===== src/dss_pkg.sv =====
/*
 * Package of constants and carrier types for the dual output startup sequencer.
 * Assumes a single 25 MHz clock and a synchronous active-low reset taken as power-on.
 */
// Operation
// Sample three-state select once at power-on
// Output 2 leads, output 1 follows 400 us
// Output 1 leads, output 2 follows 400 us
// Leader disabled: both outputs off at once
// Trailing enable ignored while leader enabled
// Outside holds trailing enable for bias state
// Tied enables ramp both outputs together
// Floating select: channels fully independent
// Disable: upper switch off, pulldown stays off
// Stepped soft start 0 to 0.8 V, 2.1 ms
// Current limiting active during soft start
// Overcurrent in soft start skips six pulses
// No skipping without a current-limit pulse
// Undervoltage at soft start end forces hiccup
// Enables active low, undriven reads inactive
// Both enables inactive: shutdown, bias off
// Channels alternate, oscillator at twice switching
// Regulation at ramp end; delay by counter
package dss_pkg;

    // ==========================================================
    // Timing
    localparam int CLK_HZ = 25000000;
    localparam int SEQ_DELAY_US = 400;
    localparam int SEQ_DELAY_CYC = (SEQ_DELAY_US * (CLK_HZ / 1000000));
    localparam int SS_TIME_US = 2100;
    localparam int SS_TIME_CYC = (SS_TIME_US * (CLK_HZ / 1000000));
    localparam int SS_STEPS = 64;
    localparam int SS_STEP_CYC = SS_TIME_CYC / SS_STEPS;
    localparam int OSC_DIV = 42;
    localparam int SKIP_PULSES = 6;
    localparam int CNT_W = 16;

    // ==========================================================
    // Reference code: 0.8 V full scale in 10-bit steps of 1 mV.
    localparam int REF_W = 10;
    localparam logic [REF_W-1:0] REF_FINAL = 10'h320;
    localparam logic [REF_W-1:0] REF_STEP = 10'h00d;

    // ==========================================================
    // Decoded sequence modes, one-hot.
    typedef enum logic [2:0] {
        DSS_MODE_IND = 3'h1,
        DSS_MODE_2F = 3'h2,
        DSS_MODE_1F = 3'h4
    } dss_mode_t;

    // Three-state select pin, as two comparator levels.
    typedef struct packed {
        logic high;
        logic low;
    } dss_sel_t;

    // Per-channel soft start states, one-hot.
    typedef enum logic [3:0] {
        DSS_CH_OFF = 4'h1,
        DSS_CH_RAMP = 4'h2,
        DSS_CH_REG = 4'h4,
        DSS_CH_HICCUP = 4'h8
    } dss_ch_state_t;

    // Per-channel status.
    typedef struct packed {
        logic upper_switch_on;
        logic pulldown_on;
        logic soft_start;
        logic current_limit_on;
        logic regulating;
        logic [REF_W-1:0] reference;
    } dss_ch_out_t;

endpackage


===== src/dss_sync.sv =====
/*
 * Three-stage input synchroniser; the output changes once stages two and three agree.
 * Assumes an asynchronous input and the common clock.
 */
`timescale 1ns/10ps
`default_nettype none
module dss_sync (
    input wire logic clk,
    input wire logic rst_n,
    input wire logic din,
    input wire logic init,
    output logic dout
);
    import dss_pkg::*;

    typedef struct packed {
        logic [2:0] stage;
        logic q;
    } dss_sync_st_t;

    dss_sync_st_t st_r;
    dss_sync_st_t st_nxt;

    always_comb begin
        st_nxt = st_r;
        st_nxt.stage = {st_r.stage[1:0], din};
        if (st_r.stage[1] == st_r.stage[2]) begin
            st_nxt.q = st_r.stage[2];
        end
    end

    // Reset loads the pin's idle level so no false change follows reset.
    always_ff @(posedge clk) begin
        if (!rst_n) begin
            st_r <= '{stage: {3{init}}, q: init};
        end else begin
            st_r <= st_nxt;
        end
    end

    assign dout = st_r.q;
endmodule
`default_nettype wire


===== src/dss_channel.sv =====
/*
 * One output channel: soft start ramp, pulse gating and current-limit skipping.
 * Assumes a phase strobe from the shared oscillator and synchronised comparator inputs.
 */
`timescale 1ns/10ps
`default_nettype none
module dss_channel (
    input wire logic clk,
    input wire logic rst_n,
    input wire logic run,
    input wire logic phase_tick,
    input wire logic overcurrent,
    input wire logic undervoltage,
    output dss_pkg::dss_ch_out_t status,
    output logic pwm_pulse
);
    import dss_pkg::*;

    typedef struct packed {
        dss_ch_state_t state;
        logic [CNT_W-1:0] step_cnt;
        logic [6:0] step_idx;
        logic [2:0] skip_cnt;
        logic [REF_W-1:0] ref_code;
        logic pulse;
    } dss_ch_st_t;

    dss_ch_st_t st_r;
    dss_ch_st_t st_nxt;

    always_comb begin
        st_nxt = st_r;
        st_nxt.pulse = 1'b0;
        case (st_r.state)
            DSS_CH_OFF: begin
                st_nxt.ref_code = '0;
                st_nxt.step_cnt = '0;
                st_nxt.step_idx = '0;
                st_nxt.skip_cnt = '0;
                if (run) begin
                    st_nxt.state = DSS_CH_RAMP;
                end
            end
            DSS_CH_RAMP: begin
                // Stepped reference climb to the final value.
                if (st_r.step_cnt == CNT_W'(SS_STEP_CYC - 1)) begin
                    st_nxt.step_cnt = '0;
                    st_nxt.step_idx = st_r.step_idx + 1'b1;
                    // The code saturates a little early; all steps still run so the ramp time stays fixed.
                    if (st_r.ref_code >= REF_FINAL - REF_STEP) begin
                        st_nxt.ref_code = REF_FINAL;
                    end else begin
                        st_nxt.ref_code = st_r.ref_code + REF_STEP;
                    end
                    if (st_r.step_idx == 7'(SS_STEPS - 1)) begin
                        st_nxt.ref_code = REF_FINAL;
                        // Still under voltage at ramp end: restart the output.
                        st_nxt.state = undervoltage ? DSS_CH_HICCUP : DSS_CH_REG;
                    end
                end else begin
                    st_nxt.step_cnt = st_r.step_cnt + 1'b1;
                end
                // Skip only after a detected limit pulse, six phase slots.
                if (phase_tick) begin
                    if (st_r.skip_cnt != '0) begin
                        st_nxt.skip_cnt = st_r.skip_cnt - 1'b1;
                    end else begin
                        st_nxt.pulse = 1'b1;
                    end
                end
                if (overcurrent && st_r.skip_cnt == '0) begin
                    st_nxt.skip_cnt = 3'(SKIP_PULSES);
                end
            end
            DSS_CH_REG: begin
                st_nxt.pulse = phase_tick && !overcurrent;
            end
            DSS_CH_HICCUP: begin
                st_nxt.state = DSS_CH_OFF;
            end
            default: begin
                st_nxt.state = DSS_CH_OFF;
            end
        endcase
        // Disable wins in every state.
        if (!run) begin
            st_nxt.state = DSS_CH_OFF;
            st_nxt.pulse = 1'b0;
        end
    end

    always_ff @(posedge clk) begin
        if (!rst_n) begin
            st_r <= '{state: DSS_CH_OFF, step_cnt: '0, step_idx: '0, skip_cnt: '0, ref_code: '0, pulse: 1'b0};
        end else begin
            st_r <= st_nxt;
        end
    end

    always_comb begin
        status.upper_switch_on = st_r.pulse;
        status.pulldown_on = 1'b0;
        status.soft_start = (st_r.state == DSS_CH_RAMP);
        status.current_limit_on = (st_r.state == DSS_CH_RAMP) || (st_r.state == DSS_CH_REG);
        status.regulating = (st_r.state == DSS_CH_REG);
        status.reference = st_r.ref_code;
    end
    assign pwm_pulse = st_r.pulse;
endmodule
`default_nettype wire


===== src/dss_sequencer.sv =====
/*
 * Top of the dual output startup sequencer: select strap capture, enable handling,
 * inter-channel delay, shutdown decision and the alternating phase oscillator.
 * Assumes enables and the select comparators arrive asynchronously from the board.
 */
`timescale 1ns/10ps
`default_nettype none
module dss_sequencer (
    input wire logic clk,
    input wire logic rst_n,
    input wire dss_pkg::dss_sel_t sequence_select,
    input wire logic enable_ch1_n,
    input wire logic enable_ch2_n,
    input wire logic overcurrent_ch1,
    input wire logic overcurrent_ch2,
    input wire logic output_undervoltage_ch1,
    input wire logic output_undervoltage_ch2,
    output dss_pkg::dss_mode_t mode,
    output logic bias_regulator_on,
    output logic shutdown,
    output dss_pkg::dss_ch_out_t status_ch1,
    output dss_pkg::dss_ch_out_t status_ch2,
    output logic pwm_ch1,
    output logic pwm_ch2
);
    import dss_pkg::*;

    // Both comparator levels high cannot come from the pin, so it marks an unfilled chain.
    localparam logic [1:0] SEL_NONE = 2'h3;

    // ==========================================================
    // State
    typedef struct packed {
        logic captured;
        dss_mode_t mode;
        logic [CNT_W-1:0] delay_cnt;
        logic follow_go;
        logic [5:0] osc_cnt;
        logic phase;
        logic tick;
        logic [1:0] sel_sync_a;
        logic [1:0] sel_sync_b;
        logic [1:0] sel_sync_c;
    } dss_top_st_t;

    dss_top_st_t st_r;
    dss_top_st_t st_nxt;

    logic en1_n;
    logic en2_n;
    logic run1;
    logic run2;
    logic lead_en;
    logic lead_reg;
    dss_ch_out_t s1;
    dss_ch_out_t s2;

    // Three-level strap decode, used only for the capture.
    function automatic dss_mode_t decode_sel(input logic [1:0] lv);
        if (lv[1]) begin
            return DSS_MODE_2F;
        end else if (lv[0]) begin
            return DSS_MODE_1F;
        end else begin
            return DSS_MODE_IND;
        end
    endfunction

    dss_sync u_en1 (
        .clk(clk),
        .rst_n(rst_n),
        .din(enable_ch1_n),
        .init(1'b1),
        .dout(en1_n)
    );
    dss_sync u_en2 (
        .clk(clk),
        .rst_n(rst_n),
        .din(enable_ch2_n),
        .init(1'b1),
        .dout(en2_n)
    );

    // ==========================================================
    // Leader and follower selection
    always_comb begin
        lead_en = 1'b0;
        lead_reg = 1'b0;
        run1 = 1'b0;
        run2 = 1'b0;
        case (st_r.mode)
            DSS_MODE_2F: begin
                lead_en = !en2_n;
                lead_reg = s2.regulating;
                run2 = !en2_n;
                // Follower enable is not looked at; leader drop kills both.
                run1 = !en2_n && st_r.follow_go;
            end
            DSS_MODE_1F: begin
                lead_en = !en1_n;
                lead_reg = s1.regulating;
                run1 = !en1_n;
                run2 = !en1_n && st_r.follow_go;
            end
            default: begin
                // Tied enables start both ramps together and they finish together.
                run1 = !en1_n;
                run2 = !en2_n;
            end
        endcase
        if (!st_r.captured) begin
            run1 = 1'b0;
            run2 = 1'b0;
        end
    end

    // ==========================================================
    // Sequencing and oscillator
    always_comb begin
        st_nxt = st_r;
        st_nxt.sel_sync_a = {sequence_select.high, sequence_select.low};
        st_nxt.sel_sync_b = st_r.sel_sync_a;
        st_nxt.sel_sync_c = st_r.sel_sync_b;
        // Captured once, after the strap has settled; later changes are ignored.
        if (!st_r.captured && st_r.sel_sync_b == st_r.sel_sync_c && st_r.sel_sync_c != SEL_NONE) begin
            st_nxt.captured = 1'b1;
            st_nxt.mode = decode_sel(st_r.sel_sync_c);
        end
        // Delay counted from the leader reaching regulation.
        if (!lead_en) begin
            st_nxt.delay_cnt = '0;
            st_nxt.follow_go = 1'b0;
        end else if (lead_reg && !st_r.follow_go) begin
            if (st_r.delay_cnt == CNT_W'(SEQ_DELAY_CYC - 1)) begin
                st_nxt.follow_go = 1'b1;
            end else begin
                st_nxt.delay_cnt = st_r.delay_cnt + 1'b1;
            end
        end
        // Oscillator at twice the switching rate; each tick alternates channels.
        st_nxt.tick = 1'b0;
        if (st_r.osc_cnt == 6'(OSC_DIV - 1)) begin
            st_nxt.osc_cnt = '0;
            st_nxt.tick = 1'b1;
            st_nxt.phase = !st_r.phase;
        end else begin
            st_nxt.osc_cnt = st_r.osc_cnt + 1'b1;
        end
    end

    always_ff @(posedge clk) begin
        if (!rst_n) begin
            st_r <= '{captured: 1'b0, mode: DSS_MODE_IND, delay_cnt: '0, follow_go: 1'b0,
                      osc_cnt: '0, phase: 1'b0, tick: 1'b0, sel_sync_a: SEL_NONE, sel_sync_b: SEL_NONE,
                      sel_sync_c: SEL_NONE};
        end else begin
            st_r <= st_nxt;
        end
    end

    dss_channel u_ch1 (
        .clk(clk),
        .rst_n(rst_n),
        .run(run1),
        .phase_tick(st_r.tick && !st_r.phase),
        .overcurrent(overcurrent_ch1),
        .undervoltage(output_undervoltage_ch1),
        .status(s1),
        .pwm_pulse(pwm_ch1)
    );
    dss_channel u_ch2 (
        .clk(clk),
        .rst_n(rst_n),
        .run(run2),
        .phase_tick(st_r.tick && st_r.phase),
        .overcurrent(overcurrent_ch2),
        .undervoltage(output_undervoltage_ch2),
        .status(s2),
        .pwm_pulse(pwm_ch2)
    );

    // The trailing enable still powers the bias rail while the leader is off.
    assign shutdown = en1_n && en2_n;
    assign bias_regulator_on = !shutdown;
    assign mode = st_r.mode;
    assign status_ch1 = s1;
    assign status_ch2 = s2;
endmodule
`default_nettype wire


===== config.mk =====
export PLATFORM = sky130hd
export DESIGN_NAME = dss_sequencer
export DESIGN_NICKNAME = d
export VERILOG_FILES = /design/src/dss_pkg.sv /design/src/dss_sync.sv /design/src/dss_channel.sv /design/src/dss_sequencer.sv
export SDC_FILE = /design/constraint.sdc
export NUM_CORES = 1
export LEC_CHECK = 0
export ABC_AREA = 1
export BUFFER_PORTS_ARGS = -buffer_cell sky130_fd_sc_hd__buf_4
export CORE_ASPECT_RATIO = 1.5
export CORE_MARGIN = 2
export CORE_UTILIZATION = 54
export CTS_BUF_LIST = sky130_fd_sc_hd__clkbuf_2 sky130_fd_sc_hd__clkbuf_4 sky130_fd_sc_hd__clkbuf_8
export DETAILED_ROUTE_END_ITERATION = 12
export PLACE_DENSITY = 0.74
export SLEW_MARGIN = 20
export SYNTH_ARGS = -nofsm -noshare
export SYNTH_HDL_FRONTEND = slang
export SYNTH_HIERARCHICAL = 1
export SYNTH_SLANG_ARGS = --single-unit

===== constraint.sdc =====
create_clock -name clk -period 2.07 [get_ports clk]
set_clock_uncertainty 0.1 [all_clocks]
set_input_delay 0.414 -clock clk [delete_from_list [all_inputs] [get_ports clk]]
set_output_delay 0.414 -clock clk [all_outputs]
set_load 0.005 [all_outputs]

==> impl_metrics.tcl <==
set metrics [dict create \
    wire_per_inst_um 11.9 \
    synth.distinct_cells 40 \
    async_flop_share_pct 0 \
    drt_iter0_markers 256 \
    htreeDepth 4 \
    switching_power_uw 1190 \
    grt_max_degree 23 \
    cts-root-buf "clkbuf_8" \
    ant_nets 0 \
    synth_edf_count 2 \
    drive_gt1_share_pct 17.3 \
    die_h_um 146 \
    comb_power_share_pct 4.6 \
    fin_tns_setup_ns 0 \
    seq_power_share_pct 51.3 \
    synth_area_leaders "dfxtp_1, nand2_1, nand3_1, nor2_1, inv_1" \
    antenna_found_initial 0 \
    synthCells 1076 \
    die_area_um2 14500 \
    fin_area_um2 7990 \
    highest_layer "met4" \
    route.detailed.drc 0 \
    diodes 0 \
    fin_crit_ns 1.98 \
    worst_r2r_endpoint "st_r[20]" \
    syn_to_final_growth_pct 9.68 \
    nNetsFinal 1134 \
    ir_drop_v 0.000412 \
    outcome "complete, no violations" \
    start_kind "flop" \
    vias 6640 \
    syn-cell-area_um2 7290 \
    ys_warn_count 6 \
    dr.pass1.iters 5 \
    setup_viol 0 \
    p_int_uw 3630 \
    hold_violations 0 \
    clockBufferDepth 2 \
    cts_tree "yes" \
    dp_slack_ns 0.128 \
    clock_sinks 125 \
    grt_pass1_wl_um 25300 \
    gp_congestion 0.892 \
    reg2reg_from "u_ch2/st_r[37]" \
    holdPathStages 3 \
    dp_hpwl_um 11200 \
    first_global_vias 5879 \
    yosysTopAreaCell "dfxtp_1" \
    wl_met1_um 6420 \
    pin_count 47 \
    crit_path_end_kind "output pin" \
    crit_required_ns 1.56 \
    core_um2 13300 \
    r2r_cells 10 \
    port_buffers 44 \
    maxSlewViolCount 0 \
    clk_latency_ns 0.45 \
    met2_length_um 8170 \
    worstSetupPathType "flop to output pin" \
    cp_data_arrival_time_ns 1.47 \
    wl_um 15300 \
    path_max_fanout 14 \
    grtUsageTotal_pct 21.0 \
    hp-class "input pin to flop" \
    start_util_pct 54.6 \
    setup_ws_ns 0.0896 \
    yosysMostFrequentCell "nand2_1" \
    synth_commonest_cells "nand2_1, nor2_1, dfxtp_1" \
    fmax_ghz 0.505 \
    vias_per_cell 5.16 \
    cts_buffers 17 \
    synth_top_area_share_pct 33.8 \
    num_rows 52 \
    min_to "u_en2/st_nxt[2]" \
    wl_met3_um 425 \
    worst-r2r-setup-slack_ns 0.18 \
    min_from "enable_ch2_n" \
    path_clk_slew_ns 0.08 \
    yosysSeqAreaShare_pct 34.6 \
    nFillCells 1289 \
    yosys_most_used_dff "dfxtp_1" \
    die_w_um 98.9 \
    p_clk_share_pct 44.1 \
    swShare_pct 24.7 \
    maxCapViolCount 0 \
    dpl_cell_area_um2 7540 \
    p_leak_uw 0.00336 \
    p_per_area_nw_per_um2 603 \
    grt_overflow 0 \
    finalCritPeriodShare_pct 95.7 \
    ys_seq_elements 125 \
    syn_avg_cell_area_um2 6.77 \
]
-- flip-flops by register name, summed over array words and instances (netlist names) --
name,flops
u_en2/st_nxt,2
u_en2/st_r,1
mode,3
u_en1/dout,1
u_ch1/pwm_pulse,1
u_en1/st_r,1
u_ch1/status,10
u_en1/st_nxt,2
u_en2/dout,1
u_ch2/pwm_pulse,1
u_ch2/st_r,30
u_ch2/status,10
st_nxt,4
u_ch1/st_r,30
st_r,28
-- power groups by stage --
stage / Combinational [µW] / Clock (µW) / Sequential [µW]
2_1_floorplan: 166 / 0 / 2520
3_3_place_gp: 222 / 0 / 2530
3_5_place_dp: 225 / 0 / 2530
4_1_cts: 226 / 2170 / 2470
5_1_grt: 251 / 2280 / 2480
6_report: 223 / 2120 / 2470
-- how the worst max path moves through the flow --
stage | start | endpoint | cells after the start
final | u_ch1/st_r[40] | status_ch1[12] | 4
after global routing | u_ch1/st_r[37] | status_ch1[11] | 7
after CTS | u_ch1/st_r[40] | status_ch1[12] | 4
after detailed placement | u_ch2/st_r[37] | st_r[20] | 9
after global placement | u_ch2/st_r[37] | st_r[18] | 9
after floorplan | u_ch2/st_r[37] | st_r[16] | 9
-- metrics by stage --
step,std cells,power (µW),util (%),hold slack (ns)
6_report,1286,4820,59.9,0.0554
5_1_grt,1286,5010,59.9,0.0461
4_1_cts,1284,4870,59.8,0.0353
3_5_place_dp,1249,2750,56.6,0.300
3_3_place_gp,1249,2750,56.6,0.296
2_1_floorplan,1077,2690,-,0.293
-- what timing repair did --
action / in CTS / in global routing
pin swaps: 2 / 2
hold buffers: 0 / 0
endpoints found under the setup margin: 4 / 4
gates resized for setup: 4 / 5
setup buffers: 3 / 2
-- placed cells by master (no fill, tap or decap), types with 3 or more instances in the layout --
master,synthesis,final
clkinv_2,0,3
conb_1,3,4
nand3_4,6,6
nor2_4,13,13
nor2_1,125,125
nand4_1,18,18
a21oi_2,15,15
o211ai_1,6,6
nand2_1,289,289
clkinv_4,0,5
a21oi_1,70,70
inv_1,113,110
dfxtp_1,123,121
nand2_2,30,30
nand2_4,6,6
buf_4,29,59
nor3_1,14,12
nor2_2,4,4
ha_1,13,13
or2_2,6,6
nand3_1,103,103
inv_2,11,14
o21ai_0,23,23
o21ai_1,4,4
xor2_1,13,13
xnor2_1,6,6
nor3_2,2,4
clkbuf_8,0,17
-- logic make-up (layout without fill, tap and decap cells) --
family / count (synthesis) / after routing / synth area share (%)
buffers and inverters: 170 / 217 / 11.4
other: 3 / 4 / 0.155
AOI/OAI and AO/OA: 126 / 126 / 9.89
adders and majority gates: 13 / 13 / 2.23
and+or+nand+nor: 620 / 620 / 39.4
DFF: 125 / 125 / 34.6
xor gates and xnor gates: 19 / 19 / 2.28
-- worst max-delay path, stage by stage, from the launching register on --
cell	delay [ns]
dfxtp_1	0.35
nor2_4	0.17
nand3_4	0.20
inv_8	0.17
buf_4	0.13
-- final cells by class --
| cell class | instances | area (µm²) | area share, % |
|---|---|---|---|
| Clock buffer | 19 | 249 | 3.12 |
| Clock inverter | 13 | 144 | 1.80 |
| Inverter | 126 | 483 | 6.04 |
| Multi-Input combinational cell | 782 | 3950 | 49.4 |
| Sequential cell | 125 | 2520 | 31.6 |
| Tap cell | 162 | 203 | 2.54 |
| Timing Repair Buffer | 59 | 443 | 5.54 |
-- layer usage --
layer	vias up	global-route usage [%]
met5	-	0
met4	0	8.01
met3	28	4.31
met2	95	38.8
met1	3046	23.3
li1	3471	-
No activity file was read; power rests on OpenSTA's default activity.
